===== config.mk =====
export PLATFORM = sky130hd
export DESIGN_NAME = wmrf_regfile
export DESIGN_NICKNAME = d
export VERILOG_FILES = /design/src/rtl/wmrf_pkg.sv /design/src/rtl/wmrf_regfile.sv
export VERILOG_INCLUDE_DIRS = /design/src /design/src/rtl
export SDC_FILE = /design/constraint.sdc
export NUM_CORES = 2
export LEC_CHECK = 0
export BUFFER_PORTS_ARGS = -buffer_cell sky130_fd_sc_hd__buf_4
export CORE_ASPECT_RATIO = 1.1
export CORE_MARGIN = 5
export CORE_UTILIZATION = 55
export CTS_BUF_LIST = sky130_fd_sc_hd__clkbuf_8
export CTS_CLUSTER_DIAMETER = 100
export DETAILED_ROUTE_END_ITERATION = 7
export PLACE_DENSITY = 0.81
export SLEW_MARGIN = 25
export SYNTH_ARGS = -nofsm -noshare
export SYNTH_HDL_FRONTEND = slang
export SYNTH_SLANG_ARGS = --single-unit

===== constraint.sdc =====
create_clock -name mclk -period 5.8 [get_ports mclk]
set_clock_uncertainty 0.15 [all_clocks]
set_input_delay 0.87 -clock mclk [delete_from_list [all_inputs] [get_ports mclk]]
set_output_delay 0.87 -clock mclk [all_outputs]
set_load 0.05 [all_outputs]

===== src/rtl/wmrf_regs.svh =====
// Constants for the wide-mode register and segment file
`ifndef WMRF_REGS_SVH
`define WMRF_REGS_SVH

`define WMRF_GPR_COUNT 16
`define WMRF_SEG_COUNT 6
`define WMRF_IDX_SP 4'h4
`define WMRF_SEG_CODE 3'h0
`define WMRF_SEG_DATA 3'h1
`define WMRF_SEG_STACK 3'h2
`define WMRF_SEG_EXTRA 3'h3
`define WMRF_SEG_AUX_A 3'h4
`define WMRF_SEG_AUX_B 3'h5
`define WMRF_SEL_NULL_MSB 15
`define WMRF_SEL_NULL_LSB 2
`define WMRF_GPR_RESET 64'h0000000000000000
`define WMRF_SEL_RESET 16'h0000
`define WMRF_BASE_RESET 64'h0000000000000000

`endif


===== src/rtl/wmrf_pkg.sv =====
// Types for the wide-mode register and segment file
package wmrf_pkg;

  typedef enum logic [2:0] {
    WMRF_WIDE = 3'h1,
    WMRF_COMPAT = 3'h2,
    WMRF_LEGACY = 3'h4
  } wmrf_mode_type;

  typedef enum logic [1:0] {
    WMRF_SZ8 = 2'h0,
    WMRF_SZ16 = 2'h1,
    WMRF_SZ32 = 2'h2,
    WMRF_SZ64 = 2'h3
  } wmrf_size_type;

  // Operand selection as decode hands it over
  typedef struct packed {
    logic valid;
    logic prefix;
    logic prefix_w;
    logic prefix_r;
    logic byte_op;
    logic word_op;
    logic [2:0] field;
  } wmrf_operand_type;

  typedef struct packed {
    wmrf_operand_type op;
    logic [63:0] data;
  } wmrf_write_type;

  typedef struct packed {
    logic valid;
    logic implicit_load;
    logic [2:0] seg;
    logic [15:0] selector;
    logic [63:0] base;
  } wmrf_seg_load_type;

  typedef struct packed {
    logic valid;
    logic stack_op;
    logic [2:0] seg;
    logic [63:0] offset;
  } wmrf_addr_req_type;

  typedef struct packed {
    logic [15:0][63:0] gpr;
    logic [5:0][15:0] sel;
    logic [5:0][63:0] base;
    wmrf_mode_type mode;
    logic added_defined;
    logic upper_defined;
    logic [63:0] rd_data;
    logic rd_valid;
    logic seg_fault;
    logic [63:0] lin_addr;
    logic addr_valid;
    logic [15:0] fetch_sel;
    logic [63:0] fetch_addr;
    logic limit_check_en;
  } wmrf_state_type;

endpackage


===== src/rtl/wmrf_regfile.sv =====
// Wide-mode general-purpose register file and segment selector file
//
// Contract
// - Sixteen registers; default operand size 32 bits.
// - Byte, word, dword, qword access on every register.
// - Prefix needed for 64-bit size or added registers.
// - Added registers survive wide-compat-wide round trip.
// - After legacy round trip added registers undefined.
// - With prefix, byte codes 4-7 select low bytes.
// - Never mix legacy high byte with new bytes.
// - 64-bit result writes all 64 bits.
// - 32-bit result zero-extends, clearing upper half.
// - 8/16-bit writes keep upper 56/48 bits.
// - Upper halves undefined after leaving wide mode.
// - Six segment registers holding 16-bit selectors.
// - Fetch address from code selector plus pointer.
// - Code segment rejects explicit loads.
// - Stack operations use stack segment; loadable.
// - Wide mode: code/data/extra/stack base zero.
// - Wide mode: aux segments keep their bases.
// - Wide-mode loads still run legacy selector checks.
// - Wide mode disables segment limit checks.
// - Legacy high bytes are bits 15:8 of regs 0-3.
`timescale 1ns/1ps
`include "wmrf_regs.svh"

module wmrf_regfile
  import wmrf_pkg::*;
(
  input wire logic mclk,
  input wire logic rst,
  input wire wmrf_mode_type mode_req,
  input wire wmrf_operand_type rd_req,
  input wire wmrf_write_type wr_req,
  input wire wmrf_seg_load_type seg_req,
  input wire wmrf_addr_req_type addr_req,
  input wire logic [63:0] instruction_pointer,
  output logic [63:0] rd_data,
  output logic rd_valid,
  output logic seg_fault,
  output logic [63:0] lin_addr,
  output logic addr_valid,
  output logic [15:0] fetch_sel,
  output logic [63:0] fetch_addr,
  output logic limit_check_en,
  output wmrf_mode_type mode,
  output logic added_regs_defined,
  output logic upper_halves_defined
);

  wmrf_state_type s;
  wmrf_state_type next_s;

  // Prefix bits only count when the prefix is present
  function automatic logic [3:0] reg_index(input wmrf_operand_type o);
    reg_index = {o.prefix & o.prefix_r, o.field};
  endfunction

  function automatic wmrf_size_type op_size(input wmrf_operand_type o);
    if (o.byte_op) begin
      op_size = WMRF_SZ8;
    end else if (o.prefix && o.prefix_w) begin
      op_size = WMRF_SZ64;
    end else if (o.word_op) begin
      op_size = WMRF_SZ16;
    end else begin
      op_size = WMRF_SZ32;
    end
  endfunction

  // Legacy high byte: byte code 4-7 with no prefix
  function automatic logic high_byte(input wmrf_operand_type o);
    high_byte = o.byte_op && !o.prefix && o.field[2];
  endfunction

  function automatic logic [3:0] byte_reg(input wmrf_operand_type o);
    if (high_byte(o)) begin
      byte_reg = {2'h0, o.field[1:0]};
    end else begin
      byte_reg = reg_index(o);
    end
  endfunction

  function automatic logic [63:0] eff_base(input wmrf_state_type st,
                                           input logic [2:0] seg);
    if (st.mode == WMRF_WIDE && seg != `WMRF_SEG_AUX_A &&
        seg != `WMRF_SEG_AUX_B) begin
      eff_base = 64'h0000000000000000;
    end else begin
      eff_base = st.base[seg];
    end
  endfunction

  logic [3:0] ridx;
  logic [3:0] widx;
  logic [2:0] aseg;
  logic sel_null;
  logic [63:0] rreg;

  always_comb begin
    next_s = s;
    next_s.rd_valid = 1'b0;
    next_s.seg_fault = 1'b0;
    next_s.addr_valid = 1'b0;
    ridx = byte_reg(rd_req);
    widx = byte_reg(wr_req.op);
    rreg = s.gpr[ridx];
    aseg = addr_req.stack_op ? `WMRF_SEG_STACK : addr_req.seg;
    sel_null = seg_req.selector[`WMRF_SEL_NULL_MSB:`WMRF_SEL_NULL_LSB]
               == 14'h0000;

    // Contents are kept on every transition; the flags only say what
    // software may still rely on
    case (mode_req)
      WMRF_WIDE: begin
        next_s.mode = WMRF_WIDE;
      end
      WMRF_COMPAT: begin
        next_s.mode = WMRF_COMPAT;
        next_s.upper_defined = 1'b0;
      end
      WMRF_LEGACY: begin
        next_s.mode = WMRF_LEGACY;
        next_s.upper_defined = 1'b0;
        next_s.added_defined = 1'b0;
      end
      default: begin
        next_s.mode = s.mode;
      end
    endcase
    next_s.limit_check_en = next_s.mode != WMRF_WIDE;

    // Read reflects the file before this cycle's write
    if (rd_req.valid) begin
      next_s.rd_valid = 1'b1;
      case (op_size(rd_req))
        WMRF_SZ8: begin
          next_s.rd_data = high_byte(rd_req) ? {56'h0, rreg[15:8]}
                                             : {56'h0, rreg[7:0]};
        end
        WMRF_SZ16: begin
          next_s.rd_data = {48'h0, rreg[15:0]};
        end
        WMRF_SZ32: begin
          next_s.rd_data = {32'h0, rreg[31:0]};
        end
        default: begin
          next_s.rd_data = rreg;
        end
      endcase
    end

    if (wr_req.op.valid) begin
      case (op_size(wr_req.op))
        WMRF_SZ8: begin
          if (high_byte(wr_req.op)) begin
            next_s.gpr[widx][15:8] = wr_req.data[7:0];
          end else begin
            next_s.gpr[widx][7:0] = wr_req.data[7:0];
          end
        end
        WMRF_SZ16: begin
          next_s.gpr[widx][15:0] = wr_req.data[15:0];
        end
        WMRF_SZ32: begin
          next_s.gpr[widx] = {32'h0, wr_req.data[31:0]};
        end
        default: begin
          next_s.gpr[widx] = wr_req.data;
        end
      endcase
    end

    // Legacy checks run in every mode so compat code can reuse the value
    if (seg_req.valid) begin
      if (seg_req.seg > `WMRF_SEG_AUX_B) begin
        next_s.seg_fault = 1'b1;
      end else if (seg_req.seg == `WMRF_SEG_CODE &&
                   !seg_req.implicit_load) begin
        next_s.seg_fault = 1'b1;
      end else if ((seg_req.seg == `WMRF_SEG_CODE ||
                    seg_req.seg == `WMRF_SEG_STACK) && sel_null) begin
        next_s.seg_fault = 1'b1;
      end else begin
        next_s.sel[seg_req.seg] = seg_req.selector;
        next_s.base[seg_req.seg] = seg_req.base;
      end
    end

    if (addr_req.valid) begin
      next_s.addr_valid = 1'b1;
      if (aseg > `WMRF_SEG_AUX_B) begin
        next_s.lin_addr = addr_req.offset;
      end else begin
        next_s.lin_addr = eff_base(s, aseg) + addr_req.offset;
      end
    end

    next_s.fetch_sel = s.sel[`WMRF_SEG_CODE];
    next_s.fetch_addr = eff_base(s, `WMRF_SEG_CODE) + instruction_pointer;
  end

  always_ff @(posedge mclk) begin
    if (rst) begin
      for (int i = 0; i < `WMRF_GPR_COUNT; i++) begin
        s.gpr[i] <= `WMRF_GPR_RESET;
      end
      for (int j = 0; j < `WMRF_SEG_COUNT; j++) begin
        s.sel[j] <= `WMRF_SEL_RESET;
        s.base[j] <= `WMRF_BASE_RESET;
      end
      s.mode <= WMRF_LEGACY;
      // Reset zeroes every register, so all contents count as defined
      s.added_defined <= 1'b1;
      s.upper_defined <= 1'b1;
      s.rd_data <= 64'h0000000000000000;
      s.rd_valid <= 1'b0;
      s.seg_fault <= 1'b0;
      s.lin_addr <= 64'h0000000000000000;
      s.addr_valid <= 1'b0;
      s.fetch_sel <= `WMRF_SEL_RESET;
      s.fetch_addr <= 64'h0000000000000000;
      s.limit_check_en <= 1'b1;
    end else begin
      s <= next_s;
    end
  end

  assign rd_data = s.rd_data;
  assign rd_valid = s.rd_valid;
  assign seg_fault = s.seg_fault;
  assign lin_addr = s.lin_addr;
  assign addr_valid = s.addr_valid;
  assign fetch_sel = s.fetch_sel;
  assign fetch_addr = s.fetch_addr;
  assign limit_check_en = s.limit_check_en;
  assign mode = s.mode;
  assign added_regs_defined = s.added_defined;
  assign upper_halves_defined = s.upper_defined;

  logic wr8;
  logic wr32;
  logic wr64;
  logic wr16;
  assign wr8 = wr_req.op.valid && op_size(wr_req.op) == WMRF_SZ8 &&
               !high_byte(wr_req.op);
  assign wr16 = wr_req.op.valid && op_size(wr_req.op) == WMRF_SZ16;
  assign wr32 = wr_req.op.valid && op_size(wr_req.op) == WMRF_SZ32;
  assign wr64 = wr_req.op.valid && op_size(wr_req.op) == WMRF_SZ64;
endmodule


==> impl_metrics.csv <==
group,metric,value,unit
floorplan,initial_core_util,0.554,
routing,drtIter0Drc,9541,
floorplan,num_rows,143,
logic_synthesis,ys_ff_latch,1641,
worst_setup_path,endpoint_kind,"register",
cts,cts_setup_buffers,0,
timing,fin_crit,5110,ps
logic_synthesis,yosys_warnings,0,
timing,setup_viol,0,
timing,tns,0,ps
placement,io_buffer_count,521,
timing,maxSlewViolCount,0,
cells_and_area,drive_gt1_frac,0.157,
routing,drtAntennaViolNets,0,
cts,cts_resized,0,
worst_setup_path,path_cells,"nor2b_1 > nand2b_2 > buf_4 > and2_1 > ha_1 > inv_1 > fa_1 > nor2b_1 > o31a_1 > o21ai_1 > a21oi_1 > o21ai_0 > a21oi_1 > nor3_1 > o21ai_0 > o311ai_0",
cts,clock_latency,1010,ps
cts,clkTransAtPathRegs,60,ps
global_route,grt_antenna_before_repair,37,
global_route,gr-total-overflow,0,
floorplan,core_area,138000,um2
routing,wl_per_cell,23.9,um
pwr,clockPowerShare,0.407,
pwr,ir_drop,234,uV
placement,hpwl,172,mm
status,status,"complete, but fails checks",
floorplan,die_area,147000,um2
placement,place_congestion,0.988,
floorplan,die_h,401,um
logic_synthesis,synth_ff_type,"dfxtp_1",
routing,wirelength,270,mm
logic_synthesis,synth_edf_count,0,
worst_setup_path,critPathSlowestCell,"o311ai_0",
cells_and_area,seqCellArea,32900,um2
routing,drt-pass1-iter-count,8,
pwr,powerDensity,287,nW/um2
timing,max_slew.worst_pin.slew,1160,ps
global_route,grt_use_total,0.351,
pwr,switching_share,0.279,
logic_synthesis,netlist_area,76500,um2
pwr,netSwitchingPower,6.94,mW
worst_setup_path,cpPeakStageDelay,660,ps
routing,dr_total_vias,71500,
pwr,combPwrFrac,0.127,
worst_setup_path,required,6430,ps
cells_and_area,area_delta_synth_final,13.0,%
pwr,internal_power,17.9,mW
cts,cts_tree,"yes",
logic_synthesis,yosysSeqAreaShare,0.429,
timing,fin_crit_sh,0.882,
floorplan,die_w,366,um
status,violations,"DRC",
placement,dpl-instance-area,79800,um2
worst_setup_path,cp-start-kind,"register",
timing,fmax,196,MHz
timing,slew-limit-headroom,0.226,
routing,viasPerCell,6.34,
logic_synthesis,synthCells,9185,
global_route,grt_first_pass_wirelength,404,mm
global_route,grt_pass1_vias,67800,
worst_setup_path,critPathKind,"reg -> reg",
worst_setup_path,cp_max_fo,41,
logic_synthesis,syn-num-nets,9618,
cts,cts_buffers,280,
cells_and_area,num-fill-cells,11400,
cts,cts-root-buf,"clkbuf_8",
cts,cts_sinks,1641,
timing,rsz0062_at_grt,"false",
global_route,grt_max_degree,240,
pwr,leakagePower,32.2,nW
cells_and_area,postLayoutCoreUtil,0.626,
cts,clock_path_buffers,4,
cells_and_area,multi_input_area,39000,um2
floorplan,io_pins,522,
min_path,min_path_type,"in -> reg",
worst_setup_path,cp.arrival,5740,ps
cells_and_area,final_area,86500,um2
logic_synthesis,synth_area_per_cell,8.33,um2
logic_synthesis,synthArstFlopShare,0,
run,max_cap_viol_count,0,
cts,htreeDepth,5,
cells_and_area,nNetsFinal,9692,
pwr,seq_power_share,0.466,
timing,hold_viol,0,
logic_synthesis,synth_cell_types,76,
routing,drc,18,
Yosys cell counts (14+ instances only):
master | instances | area [um2]
or3_1 | 14 | 87.6
nand3_1 | 294 | 1470
a311oi_1 | 48 | 420
nor2_1 | 937 | 3520
nand2_1 | 2083 | 7820
inv_1 | 55 | 206
o22ai_1 | 27 | 169
a32o_1 | 52 | 521
a21oi_1 | 948 | 4740
a21o_1 | 58 | 435
ha_1 | 126 | 1580
a211oi_1 | 126 | 946
buf_4 | 211 | 1580
and2_1 | 69 | 432
mux2_2 | 72 | 811
nor2b_1 | 52 | 325
mux4_2 | 255 | 5740
mux2i_1 | 117 | 1170
xor2_1 | 29 | 254
buf_1 | 69 | 259
nand4_1 | 36 | 225
nand2b_1 | 15 | 93.8
and3_1 | 17 | 106
dfxtp_1 | 1641 | 32900
xnor2_1 | 72 | 631
o21bai_1 | 34 | 255
o21ai_0 | 173 | 866
a22oi_1 | 520 | 3900
clkbuf_1 | 745 | 2800
o21a_1 | 25 | 188
nor3_1 | 34 | 170
a221oi_1 | 71 | 622
a31oi_1 | 27 | 169
area by class of cell:
type | instances | share of cell area
clock buffers | 340 | 0.0541
diodes | 35 | 0.00101
flip-flops and latches | 1641 | 0.380
clock inverters | 113 | 0.00676
well taps | 1812 | 0.0262
multi-input cells | 6457 | 0.452
repair buffers | 824 | 0.0780
inverters | 55 | 0.00239
cell families after synthesis:
kind of cell | synth area share
buf+inv | 0.0638
flops | 0.429
fa+ha+maj | 0.0211
simple gates | 0.190
mux | 0.101
xor+xnor | 0.0116
compound gates | 0.183
per-stage QoR:
stage / hold WS, ps / std cells / setup slack, ps / total power, mW
floorplan: 277 / 9185 / 668 / 13.8
global placement: 287 / 10700 / 345 / 14.8
detailed placement: 294 / 10700 / 247 / 14.8
CTS: 1.09 / 11200 / 755 / 24.9
global route: 43.9 / 11300 / 447 / 25.6
finish: 83.3 / 11300 / 685 / 24.9
power by group through the flow:
stage	Combinational, mW	Sequential [mW]	Clock (mW)
6_report	3.15	11.6	10.1
3_3_place_gp	2.97	11.8	0
5_1_grt	3.32	11.6	10.7
4_1_cts	3.08	11.6	10.2
2_1_floorplan	2.04	11.8	0
3_5_place_dp	2.99	11.8	0
timing repair:
| item | 4_1_cts | 5_1_grt |
|---|---|---|
| hold buffers | 129 | 0 |
| hold endpoints to repair | 428 | 0 |
| setup endpoints to repair | 0 | 0 |
flip-flops by register name (all words and copies together) (netlist names), 3 cells and up:
register / count
s: 1408
fetch_addr: 64
lin_addr: 64
rd_data: 64
fetch_sel: 16
next_s: 16
mode: 3
per-layer routing:
| layer | part of all wire | GRT usage |
|---|---|---|
| met5 | 0.00047 | 0 |
| met4 | 0.062 | 0.198 |
| met3 | 0.11 | 0.0964 |
| met2 | 0.46 | 0.557 |
| met1 | 0.37 | 0.431 |
critical path: cells and delay by family, from the launching register on:
| kind | cells | cell delay [ps] |
|---|---|---|
| simple gates | 5 | 1080 |
| buf+inv | 2 | 390 |
| compound gates | 7 | 2540 |
| flops | 1 | 370 |
| fa+ha+maj | 2 | 410 |
final timing paths:
| check | from | end | slack (ps) | cells after the start |
|---|---|---|---|---|
| min reg2reg | s[1687] | s[1687] | 300 | 2 |
| min | wr_req[18] | s[1355] | 80 | 3 |
| max | mode[0] | fetch_addr[62] | 690 | 16 |
| max reg2reg | mode[0] | fetch_addr[62] | 690 | 16 |
layout by cell type (no fill, tap or decap), types with 25 or more instances in the layout:
master | netlist | final
nand2_1 | 2083 | 2065
dfxtp_1 | 1641 | 1641
a21oi_1 | 948 | 946
nor2_1 | 937 | 911
buf_4 | 211 | 675
a22oi_1 | 520 | 520
clkbuf_8 | 0 | 340
nand3_1 | 294 | 294
mux4_2 | 255 | 255
o21ai_0 | 173 | 173
inv_1 | 55 | 138
dlygate4sd3_1 | 0 | 129
ha_1 | 126 | 126
a211oi_1 | 126 | 125
mux2i_1 | 117 | 117
mux2_2 | 72 | 72
xnor2_1 | 72 | 72
a221oi_1 | 71 | 71
and2_1 | 69 | 67
a21o_1 | 58 | 58
a32o_1 | 52 | 52
nor2b_1 | 52 | 49
a311oi_1 | 48 | 48
nand4_1 | 36 | 36
diode_2 | 0 | 35
o21bai_1 | 34 | 34
nor3_1 | 34 | 30
xor2_1 | 29 | 29
o22ai_1 | 27 | 27
a31oi_1 | 27 | 27
o21a_1 | 25 | 25
(Power assumes the default switching activity.)
